--- config.mk ---
export PLATFORM = sky130hd
export DESIGN_NAME = tmw_counter_core
export DESIGN_NICKNAME = d
export VERILOG_FILES = /design/src/hdl/tmw_pkg.sv /design/src/hdl/tmw_wrap_if.sv /design/src/hdl/tmw_counter_core.sv /design/src/hdl/tmw_wrap_buffer.sv
export SDC_FILE = /design/constraint.sdc
export NUM_CORES = 1
export LEC_CHECK = 0
export BUFFER_PORTS_ARGS = -buffer_cell sky130_fd_sc_hd__buf_2
export CORE_UTILIZATION = 59
export CTS_CLUSTER_SIZE = 24
export DETAILED_ROUTE_END_ITERATION = 10
export GPL_ROUTABILITY_DRIVEN = 0
export GPL_TIMING_DRIVEN = 0
export HOLD_SLACK_MARGIN = 0.06
export PLACE_DENSITY = 0.84
export SYNTH_ARGS = -nofsm -noshare
export SYNTH_HDL_FRONTEND = slang
export SYNTH_SLANG_ARGS = --single-unit
--- constraint.sdc ---
create_clock -name CLK_SYS -period 3.35 [get_ports CLK_SYS]
set_input_delay 0.1675 -clock CLK_SYS [delete_from_list [all_inputs] [get_ports CLK_SYS]]
set_output_delay 0.1675 -clock CLK_SYS [all_outputs]
set_load 0.01 [all_outputs]
--- src/hdl/tmw_pkg.sv ---
// Shared constants for the timer wrap-value block.
package tmw_pkg;
    // Register offsets on the plain register port.
    localparam logic [3:0] ADDR_WRAP_LOW = 4'h0; // Low byte of the wrap value.
    localparam logic [3:0] ADDR_WRAP_HIGH = 4'h1; // High byte of the wrap value.
    localparam logic [3:0] ADDR_STATUS_CTRL = 4'h2; // Status/control: clock select, flag.
    localparam logic [3:0] ADDR_COUNT_LOW = 4'h3; // Counter value, low byte.
    localparam logic [3:0] ADDR_COUNT_HIGH = 4'h4; // Counter value, high byte.
    localparam logic [3:0] ADDR_DEBUG = 4'h5; // Debug-active control.
    localparam logic [3:0] ADDR_LATCH_STATE = 4'h6; // Coherency latch state, read only.
    // Field positions in the status/control register.
    localparam int CLKSEL_LSB = 3; // Clock source select, two bits.
    localparam int FLAG_BIT = 7; // Counter wrap flag.
    // Reset values and counter landmarks.
    localparam logic [15:0] WRAP_RESET = 16'h0000; // Zero means free running.
    localparam logic [15:0] COUNT_ZERO = 16'h0000; // Restart value of the counter.
    localparam logic [15:0] FREE_LAST_STEP = 16'hFFFE; // Free running update point.
    localparam logic [1:0] CLKSEL_NONE = 2'h0; // No clock selected.
    localparam logic [7:0] BYTE_ZERO = 8'h00; // Zero byte on reads.
    // Coherency latch states.
    typedef enum logic [1:0] {
        LATCH_IDLE,
        LATCH_ONE,
        LATCH_BOTH
    } tmw_latch_t;
endpackage

--- src/hdl/tmw_wrap_if.sv ---
`timescale 1ns/10ps
`default_nettype none
// Carries the wrap-value port between the top and the buffer module.
interface tmw_wrap_if;
    logic wr_low; // Pulse: write to the low wrap byte.
    logic wr_high; // Pulse: write to the high wrap byte.
    logic [7:0] wdata; // Byte written.
    logic sc_write; // Pulse: any write to status/control.
    logic dbg; // Debug mode active level.
    logic clk_on; // A clock source is selected.
    logic at_update; // Counter is at the update point.
    logic [15:0] active; // Active wrap value.
    logic pending; // One byte written, other outstanding.
    logic [1:0] state; // Latch state for readback.
    modport buffer (
        input wr_low, wr_high, wdata, sc_write, dbg, clk_on, at_update,
        output active, pending, state
    );
    modport core (
        output wr_low, wr_high, wdata, sc_write, dbg, clk_on, at_update,
        input active, pending, state
    );
endinterface
`default_nettype wire
--- src/hdl/tmw_counter_core.sv ---
// Chosen here: the address-and-strobe port and the placing of the registers.
`timescale 1ns/10ps
`default_nettype none
// Top of the timer wrap-value block with a minimal counter.
// Function
// - At wrap value, restart count at zero.
// - Wrap to zero sets the wrap flag.
// - Half-written wrap value suppresses the flag.
// - Reset clears wrap value; zero means free-running.
// - Wrap byte writes outside debug go to a buffer.
// - No clock selected: apply at second byte.
// - Clock selected: apply at old value minus one.
// - Free running: apply stepping FFFE to FFFF.
// - Status/control write resets byte latching.
// - Debug mode freezes the coherency latches; a status/control write still resets them.
// - Debug writes bypass buffer into active value.
module tmw_counter_core (
    // Clock and reset.
    input wire logic CLK_SYS,
    input wire logic RST,
    // Register port.
    input wire logic [3:0] ADDR,
    input wire logic [7:0] WDATA,
    input wire logic WR,
    input wire logic RD,
    output logic [7:0] RDATA,
    // Counting clock tick from the prescaler, same clock domain.
    input wire logic COUNT_TICK,
    // Status outputs.
    output logic WRAP_FLAG,
    output logic [15:0] COUNT,
    output logic [15:0] WRAP_VALUE
);
    tmw_wrap_if wp ();

    logic [1:0] clk_sel_r; // Clock source select.
    logic flag_r; // Counter wrap flag.
    logic flag_armed_r; // Flag was read set, clear allowed.
    logic dbg_r; // Debug mode active.
    logic [15:0] count_r; // Timer counter.
    logic [15:0] count_nxt; // Next counter value.
    logic [7:0] rdata_r; // Read data register.
    logic counting; // Counter advances this cycle.
    logic wraps; // Counter wraps this cycle.
    logic sc_wr; // Write to status/control.
    logic [7:0] sc_view; // Status/control readback.

    // Address compare used for every decode except the read-data mux.
    function automatic logic hit(input logic [3:0] a, input logic [3:0] ref_a);
        hit = (a == ref_a);
    endfunction

    assign sc_wr = WR & hit(ADDR, tmw_pkg::ADDR_STATUS_CTRL);
    assign counting = COUNT_TICK & (clk_sel_r != tmw_pkg::CLKSEL_NONE) & ~dbg_r;
    // Wrap against the active value only; zero wraps at full range.
    assign wraps = (wp.active == tmw_pkg::WRAP_RESET) ? (&count_r)
                                                      : (count_r == wp.active);

    // Next count: hold, step by one, or restart at zero.
    always_comb begin
        count_nxt = count_r;
        if (counting) begin
            if (wraps) begin
                count_nxt = tmw_pkg::COUNT_ZERO;
            end else begin
                count_nxt = 16'(count_r + 16'h0001);
            end
        end
    end

    // Interface drive toward the buffer.
    assign wp.wr_low = WR & hit(ADDR, tmw_pkg::ADDR_WRAP_LOW);
    assign wp.wr_high = WR & hit(ADDR, tmw_pkg::ADDR_WRAP_HIGH);
    assign wp.wdata = WDATA;
    assign wp.sc_write = sc_wr;
    assign wp.dbg = dbg_r;
    assign wp.clk_on = (clk_sel_r != tmw_pkg::CLKSEL_NONE);
    // Update point: old value minus one to old value, or FFFE to FFFF.
    assign wp.at_update = counting && ((wp.active == tmw_pkg::WRAP_RESET)
        ? (count_r == tmw_pkg::FREE_LAST_STEP)
        : (count_r == wp.active - 16'h0001));

    tmw_wrap_buffer u_buf (
        .clk(CLK_SYS),
        .rst(RST),
        .wp(wp)
    );

    // Counter register.
    always_ff @(posedge CLK_SYS or posedge RST) begin
        if (RST) begin
            count_r <= tmw_pkg::COUNT_ZERO;
        end else begin
            count_r <= count_nxt;
        end
    end

    // Control registers: clock select and debug mode.
    always_ff @(posedge CLK_SYS or posedge RST) begin
        if (RST) begin
            clk_sel_r <= tmw_pkg::CLKSEL_NONE;
            dbg_r <= 1'b0;
        end else begin
            if (sc_wr) begin
                clk_sel_r <= WDATA[tmw_pkg::CLKSEL_LSB +: 2];
            end
            if (WR && hit(ADDR, tmw_pkg::ADDR_DEBUG)) begin
                dbg_r <= WDATA[0];
            end
        end
    end

    // Wrap flag: set wins over clear; suppressed while half-written.
    always_ff @(posedge CLK_SYS or posedge RST) begin
        if (RST) begin
            flag_r <= 1'b0;
            flag_armed_r <= 1'b0;
        end else if (counting && wraps && !wp.pending) begin
            flag_r <= 1'b1;
            flag_armed_r <= 1'b0;
        end else begin
            if (RD && hit(ADDR, tmw_pkg::ADDR_STATUS_CTRL) && flag_r) begin
                flag_armed_r <= 1'b1;
            end
            // Clearing needs a read while set, then a write of zero.
            if (sc_wr && flag_armed_r && !WDATA[tmw_pkg::FLAG_BIT]) begin
                flag_r <= 1'b0;
                flag_armed_r <= 1'b0;
            end
        end
    end

    assign sc_view = {flag_r, 2'h0, clk_sel_r, 3'h0};

    // Read data, valid the cycle after the read strobe only.
    always_ff @(posedge CLK_SYS or posedge RST) begin
        if (RST) begin
            rdata_r <= tmw_pkg::BYTE_ZERO;
        end else if (RD) begin
            case (ADDR)
                tmw_pkg::ADDR_WRAP_LOW: rdata_r <= wp.active[7:0];
                tmw_pkg::ADDR_WRAP_HIGH: rdata_r <= wp.active[15:8];
                tmw_pkg::ADDR_STATUS_CTRL: rdata_r <= sc_view;
                tmw_pkg::ADDR_COUNT_LOW: rdata_r <= count_r[7:0];
                tmw_pkg::ADDR_COUNT_HIGH: rdata_r <= count_r[15:8];
                tmw_pkg::ADDR_DEBUG: rdata_r <= {7'h00, dbg_r};
                tmw_pkg::ADDR_LATCH_STATE: rdata_r <= {6'h00, wp.state};
                default: rdata_r <= tmw_pkg::BYTE_ZERO;
            endcase
        end else begin
            rdata_r <= tmw_pkg::BYTE_ZERO;
        end
    end

    // Registered status outputs.
    always_ff @(posedge CLK_SYS or posedge RST) begin
        if (RST) begin
            COUNT <= tmw_pkg::COUNT_ZERO;
            WRAP_VALUE <= tmw_pkg::WRAP_RESET;
        end else begin
            COUNT <= count_nxt;
            WRAP_VALUE <= wp.active;
        end
    end

    assign RDATA = rdata_r;
    assign WRAP_FLAG = flag_r;
endmodule
`default_nettype wire

--- src/hdl/tmw_wrap_buffer.sv ---
`timescale 1ns/10ps
`default_nettype none
// Write buffer and coherency latches for the 16-bit wrap value.
module tmw_wrap_buffer (
    // Clock and reset.
    input wire logic clk,
    input wire logic rst,
    // Wrap-value port.
    tmw_wrap_if.buffer wp
);
    logic [15:0] buf_r; // Write buffer.
    logic [15:0] active_r; // Active wrap register.
    tmw_pkg::tmw_latch_t state_r; // Coherency latch state.
    logic got_low_r; // Low byte of this pair is buffered.
    logic got_high_r; // High byte of this pair is buffered.
    logic write_any; // Any wrap-byte write this cycle.
    logic completes; // This write completes the pair.

    assign write_any = wp.wr_low | wp.wr_high;
    assign completes = (wp.wr_low & got_high_r) | (wp.wr_high & got_low_r);

    // Buffer capture; debug writes skip the buffer entirely.
    always_ff @(posedge clk or posedge rst) begin
        if (rst) begin
            buf_r <= tmw_pkg::WRAP_RESET;
        end else if (!wp.dbg) begin
            if (wp.wr_low) begin
                buf_r[7:0] <= wp.wdata;
            end
            if (wp.wr_high) begin
                buf_r[15:8] <= wp.wdata;
            end
        end
    end

    // Latch tracking; frozen in debug except for a status/control write.
    always_ff @(posedge clk or posedge rst) begin
        if (rst) begin
            state_r <= tmw_pkg::LATCH_IDLE;
            got_low_r <= 1'b0;
            got_high_r <= 1'b0;
        end else if (wp.sc_write) begin
            // Status/control write discards a partial pair.
            state_r <= tmw_pkg::LATCH_IDLE;
            got_low_r <= 1'b0;
            got_high_r <= 1'b0;
        end else if (wp.dbg) begin
            state_r <= state_r;
        end else begin
            case (state_r)
                tmw_pkg::LATCH_IDLE: begin
                    if (write_any) begin
                        state_r <= tmw_pkg::LATCH_ONE;
                        got_low_r <= wp.wr_low;
                        got_high_r <= wp.wr_high;
                    end
                end
                tmw_pkg::LATCH_ONE: begin
                    if (completes && !wp.clk_on) begin
                        // No clock selected: apply at the second byte.
                        state_r <= tmw_pkg::LATCH_IDLE;
                        got_low_r <= 1'b0;
                        got_high_r <= 1'b0;
                    end else if (completes) begin
                        state_r <= tmw_pkg::LATCH_BOTH;
                        got_low_r <= 1'b1;
                        got_high_r <= 1'b1;
                    end
                end
                tmw_pkg::LATCH_BOTH: begin
                    // Apply when counter hits update point; removing the clock takes a status/control write, which discards the pair.
                    if (!wp.clk_on || wp.at_update) begin
                        state_r <= tmw_pkg::LATCH_IDLE;
                        got_low_r <= 1'b0;
                        got_high_r <= 1'b0;
                    end
                end
                default: begin
                    state_r <= tmw_pkg::LATCH_IDLE;
                end
            endcase
        end
    end

    // Active register update.
    always_ff @(posedge clk or posedge rst) begin
        if (rst) begin
            active_r <= tmw_pkg::WRAP_RESET;
        end else if (wp.dbg) begin
            // Debug writes land directly in the active register.
            if (wp.wr_low) begin
                active_r[7:0] <= wp.wdata;
            end
            if (wp.wr_high) begin
                active_r[15:8] <= wp.wdata;
            end
        end else if (!wp.sc_write && state_r == tmw_pkg::LATCH_ONE && completes
                     && !wp.clk_on) begin
            active_r <= wp.wr_low ? {buf_r[15:8], wp.wdata}
                                  : {wp.wdata, buf_r[7:0]};
        end else if (!wp.sc_write && state_r == tmw_pkg::LATCH_BOTH
                     && (!wp.clk_on || wp.at_update)) begin
            active_r <= buf_r;
        end
    end

    assign wp.active = active_r;
    assign wp.pending = (state_r == tmw_pkg::LATCH_ONE);
    assign wp.state = state_r;
endmodule
`default_nettype wire

### Word-level counts from Yosys, hierarchy flattened

Cells that the tools add are included.
W data, S select, Z words.

| word-level totals | value |
|---|---|
| bits in registers | 81 |
| input bits | 17 |
| output and inout bits | 41 |

| operators by class | value |
|---|---|
| add/sub/neg operators | 2 |
| eq/ne operators | 17 |
| muxes and demuxes | 34 |
| bitwise operators | 10 |
| reduce and logical (&&, ||, !) cells | 34 |

Operators by type and width:

| kind | count |
|---|---|
| $mux W16 | 5 |
| $pmux W8 S7 | 1 |
| $eq A16 B16 Y1 | 2 |
| $mux W8 | 3 |
| $add A16 B1 Y16 const B | 1 |
| $eq A16 B16 Y1 const B | 1 |
| $logic_not A16 Y1 | 1 |
| $mux W1 | 16 |
| $reduce_and A16 Y1 | 1 |
| $sub A16 B1 Y16 const B | 1 |
| $logic_and A1 B1 Y1 | 14 |
| $eq A4 B3 Y1 const B | 3 |
| $mux W2 | 6 |
| $eq A4 B2 Y1 const B | 2 |
| $reduce_and A2 Y1 | 4 |
| $and A1 B1 Y1 | 7 |
| $ne A2 B1 Y1 const B | 3 |
| $ne A3 B2 Y1 const B | 2 |
| $pmux W1 S3 | 2 |
| $pmux W2 S3 | 1 |
| $reduce_bool A3 Y1 | 2 |
| $reduce_and A5 Y1 | 1 |
| $eq A4 B1 Y1 const B | 1 |
| $logic_not A1 Y1 | 4 |
| other kinds (11) | 13 |

### Logic depth before layout (Yosys ltp)

| logic depth | value |
|---|---|
| depth after elaboration | 9 |
| gate-level depth with buffers | 11 |
| gate-level depth less buffers | 11 |

### Hierarchy

Synthesis repeated with hierarchy kept, for this count alone.

| second synthesis, totals | value |
|---|---|
| cells, all modules | 476 |
| area, all modules | 4635.7 sq um |

By module, submodules not included:

| module | instances | cells an instance | area an instance (sq um) |
|---|---|---|---|
| tmw_counter_core | 1 | 300 | 2765.2 |
| tmw_wrap_buffer | 1 | 176 | 1870.5 |

### Worst setup path before layout

Ideal clock, no wire load.

| timing path | value |
|---|---|
| path type | register to register |
| start | register u_buf.active_r[3], in the netlist u_buf.wp.active[3] |
| end | register u_buf.active_r[13], in the netlist u_buf.wp.active[13] |
| library setup time | 0.125 ns |
| arrival time | 2.791 ns |
| setup slack | 0.434 ns |
| cell stages (with the launch flop) | 11 |
| clock period less this slack | 2.916 ns |
| cells stage by stage | dfrtp_1 buf_6 or4_4 nor4_2 mux2i_1 nor3b_2 o22ai_1 nor4_4 o211ai_4 a22oi_4 mux2_4 |

| between the ends | value |
|---|---|
| cells in the longest elaborated chain, start to end | 8 |
| elaborated cells between the ends (all ways) | 9 |
| classes of those cells | 1 x add/sub; 1 x eq/ne; 1 x mux; 6 x reduce/logical |

RTL lines:

| what | line | text |
|---|---|---|
| from (decl) | tmw_wrap_buffer.sv:12 | `logic [15:0] active_r;` |
| from (signal assigned) | tmw_wrap_buffer.sv:88 | `active_r <= tmw_pkg::WRAP_RESET;` |
| from (signal assigned) | tmw_wrap_buffer.sv:92 | `active_r[7:0] <= wp.wdata;` |
| from (signal assigned) | tmw_wrap_buffer.sv:99 | `active_r <= wp.wr_low ? {buf_r[15:8], wp.wdata}` |
| $sub A16 B1 Y16 | tmw_counter_core.sv:81 | `: (count_r == wp.active - 16'h0001));` |
| $eq A16 B16 Y1 | tmw_counter_core.sv:81 |  |
| $mux W1 * | tmw_counter_core.sv:80 | `? (count_r == tmw_pkg::FREE_LAST_STEP)` |
| $logic_and A1 B1 Y1 * | tmw_counter_core.sv:79 | `assign wp.at_update = counting && ((wp.active == tmw_pkg::WRAP_RESET)` |
| $logic_or A1 B1 Y1 * | tmw_wrap_buffer.sv:102 | `&& (!wp.clk_on \|\| wp.at_update)) begin` |
| $logic_and A1 B1 Y1 * | tmw_wrap_buffer.sv:102 |  |
| $reduce_bool A3 Y1 (no source line) * | -- |  |
| $reduce_and A2 Y1 (no source line) * | -- |  |

Every way passes the cells marked *; elsewhere a longest branch is shown, timed or not.
A chain may end at the register's enable or synchronous reset.

### Final worst setup path

| timing path | value |
|---|---|
| start | register u_buf.active_r[2], in the netlist u_buf.wp.active[2] |
| end | register u_buf.active_r[12], in the netlist u_buf.wp.active[12] |

Same word-level chain as after synthesis.

==> results.toml <==
[setup_path]
arrival_ns = 3.53
cp_data_required_time_ns = 3.60
path_class = "register to register"
cp_max_fo = 9
critical_path.startpoint = "u_buf.wp.active[2]"
crit_path_start_kind = "register"
crit-reg2reg-launch = "u_buf.wp.active[2]"
end_kind = "register"

[timing]
hold_violations = 0
finalSetupViolations = 0
fin_setup_tns_ns = 0
worst_pin_slew_ns = 1.180
fmax_mhz = 305.2
slew_headroom_pct = 20.94
fin_ws_ns = 0.07369
hold_slack_ns = 0.07896
skew_ns = 0.01339
finalCriticalPeriod_ns = 3.276
finalCritPeriodShare_pct = 97.80
drv_slew = 0

[synthesis]
yosysWarnings = 0
synthMuxAreaShare_pct = 16.18
synth.avg_cell_area_um2 = 10.44
synth-simple-area-share_pct = 18.80
synthAdderAreaFrac_pct = 1.320
synth_cells = 454
synth_top_family_by_area = "simple AND/OR/NAND/NOR gates"
syn_nets = 476
synthesis.area_um2 = 4740
synth_compound_area_share_pct = 11.38
synth-xor-area-share_pct = 5.913
synthFlopType = "dfrtp_1"
async_flop_share_pct = 100.0
synthDistinctLibCells = 56
synth_edf_count = 0
synth-seq-cells = 81
synth_seq_area_share_pct = 42.77

[clock_network]
clkTransAtPathRegs_ns = 0.08
cts_tree = "yes"
clkLatencyLatePin_ns = 0.37
cts.sinks = 81
htreeDepth = 3
cts_buffers = 9
cts-root-buf = "clkbuf_8"
clock_path_buffers = 2

[power]
power_leakage_nw = 2.445
power_mw = 4.303
p_clk_share_pct = 19.1
p_int_mw = 2.579
powerDensity_nw_per_um2 = 781.8
power_switching_mw = 1.724
p_seq_share_pct = 36.9
switching_share_pct = 40.07
pwr-share-comb_pct = 44.0
peakVddDrop_mv = 0.3938

[drt]
dr.pass1.iters = 7
wirelength_um = 12400
drc = 0
drtIter0Drc = 464
postRouteAntennaNets = 0
wl_per_cell_um = 19.69
viasPerCell = 6.405
vias = 4035

[cells_and_area]
nNetsFinal = 545
fillers = 557
layoutNonFillerInstCount = 630
final_common_cell = "dfrtp_1"
drive_above_1_share_pct = 29.17
design_area_um2 = 5504
final_cell_mix = "dfrtp_1, buf_2, nor2_1"
area_growth_pct = 16.13
antennaDiodeCount = 0
utilization_pct = 70.86

[floorplan]
coreArea_um2 = 7767
rows = 32
die_h_um = 91.63
io_pins = 58
die_x_um = 91.63
dieArea_um2 = 8395
start_util_pct = 61.02

[place]
placed_area_um2 = 5162
pre_cts_ws_ns = -0.2195
place_hpwl_um = 8541
place_inst = 610
port-buffer-count = 53

[worst_hold_path]
holdCritStartpoint = "WDATA[2]"
holdCritPathClass = "input pin to register"

[run]
max_cap_viol_count = 0

[global_routing]
gr-total-overflow = 0
track_usage_pct = 31.25
grt_first_pass_wirelength_um = 20090
antenna_found_initial = 0
grt_pass1_vias = 4016
grt_start_max_net_pins = 59

[outcome]
status = "complete, no violations"
[path summary, 6_finish.rpt]
check | end | slack, ns | cells after the start
worst max register to register | u_buf.wp.active[12] | 0.07 | 12
worst min-delay path | u_buf.buf_r[2] | 0.08 | 2
worst min register to register | WRAP_VALUE[13] | 0.38 | 0
worst max-delay path | u_buf.wp.active[12] | 0.07 | 12
max in group asynchronous | u_buf.wp.active[4] | 2.45 | 4
min in group asynchronous | WRAP_VALUE[13] | 0.31 | 3
[worst max-delay path, cell delays in order (launching register included)]
cell and delay (ns):
dfrtp_1 0.39, buf_2 0.21, or4_4 0.50, nor4_2 0.28
mux2i_1 0.17, nor3b_2 0.23, o22ai_1 0.15, nor4_4 0.27
buf_4 0.19, o211ai_4 0.11, a22oi_4 0.17, buf_12 0.16
mux2_4 0.32
[logic make-up (layout without fill, tap and decap cells)]
group | count (synthesis) | count (layout)
buffers and inverters | 43 | 117
multiplexers | 65 | 65
AND/OR/NAND/NOR | 159 | 159
AO/OA/AOI/OAI | 69 | 69
adder cells (fa/ha/maj) | 5 | 5
XOR/XNOR | 32 | 32
flip-flops | 81 | 81
[layout make-up]
cell class	count	area (µm²)	area share [%]
Multi-Input combinational cell	330	2577	46.83
Inverter	9	36.28	0.6592
Tap cell	102	127.6	2.319
Sequential cell	81	2032	36.92
Clock inverter	5	85.08	1.546
Timing Repair Buffer	61	372.9	6.774
Buffer	31	131.4	2.387
Clock buffer	11	141.4	2.569
[synth_stat cells, drive strengths merged, types with 13 or more instances]
| cell | n | share of area, % |
|---|---|---|
| clkbuf | 30 | 2.4 |
| dfrtp | 81 | 43 |
| mux2 | 51 | 13 |
| mux2i | 14 | 3.0 |
| nand2 | 21 | 1.7 |
| nand3 | 17 | 1.9 |
| nor2 | 44 | 3.5 |
| nor4 | 13 | 2.9 |
| o21ai | 18 | 1.9 |
| xnor2 | 13 | 2.4 |
| xor2 | 19 | 3.5 |
[power groups by stage]
stage / clock [mW] / sequential, mW / combinational, mW
detailed placement: 0 / 1.52 / 1.83
global route: 0.865 / 1.62 / 2.03
CTS: 0.833 / 1.50 / 1.88
global placement: 0 / 1.51 / 1.75
finish: 0.821 / 1.59 / 1.89
floorplan: 0 / 1.52 / 1.30
[what timing repair did]
| item | 4_1_cts | 5_1_grt |
|---|---|---|
| pin swaps | 3 | 2 |
| endpoints found under the hold margin | 23 | 0 |
| hold buffers | 1 | 0 |
| gates cloned | 0 | 0 |
| setup endpoints to repair | 16 | 28 |
| setup buffers | 4 | 2 |
| gates resized for setup | 1 | 12 |
[flip-flops by register name, indices dropped and copies added, names as in the netlist]
signal	flops
COUNT	16
RDATA	8
WRAP_FLAG	1
WRAP_VALUE	16
clk_sel_r	2
dbg_r	1
flag_armed_r	1
u_buf.buf_r	16
u_buf.got_high_r	1
u_buf.got_low_r	1
u_buf.wp.active	16
u_buf.wp.state	2
[per-layer routing]
metal,vias up,part of all wire (%),track usage [%]
li1,1785,-,-
met1,1942,39,40.14
met2,254,48,51.13
met3,54,9.5,6.136
met4,0,3.0,14.29
met5,-,0,0
No activity file was read; power rests on OpenSTA's default activity.
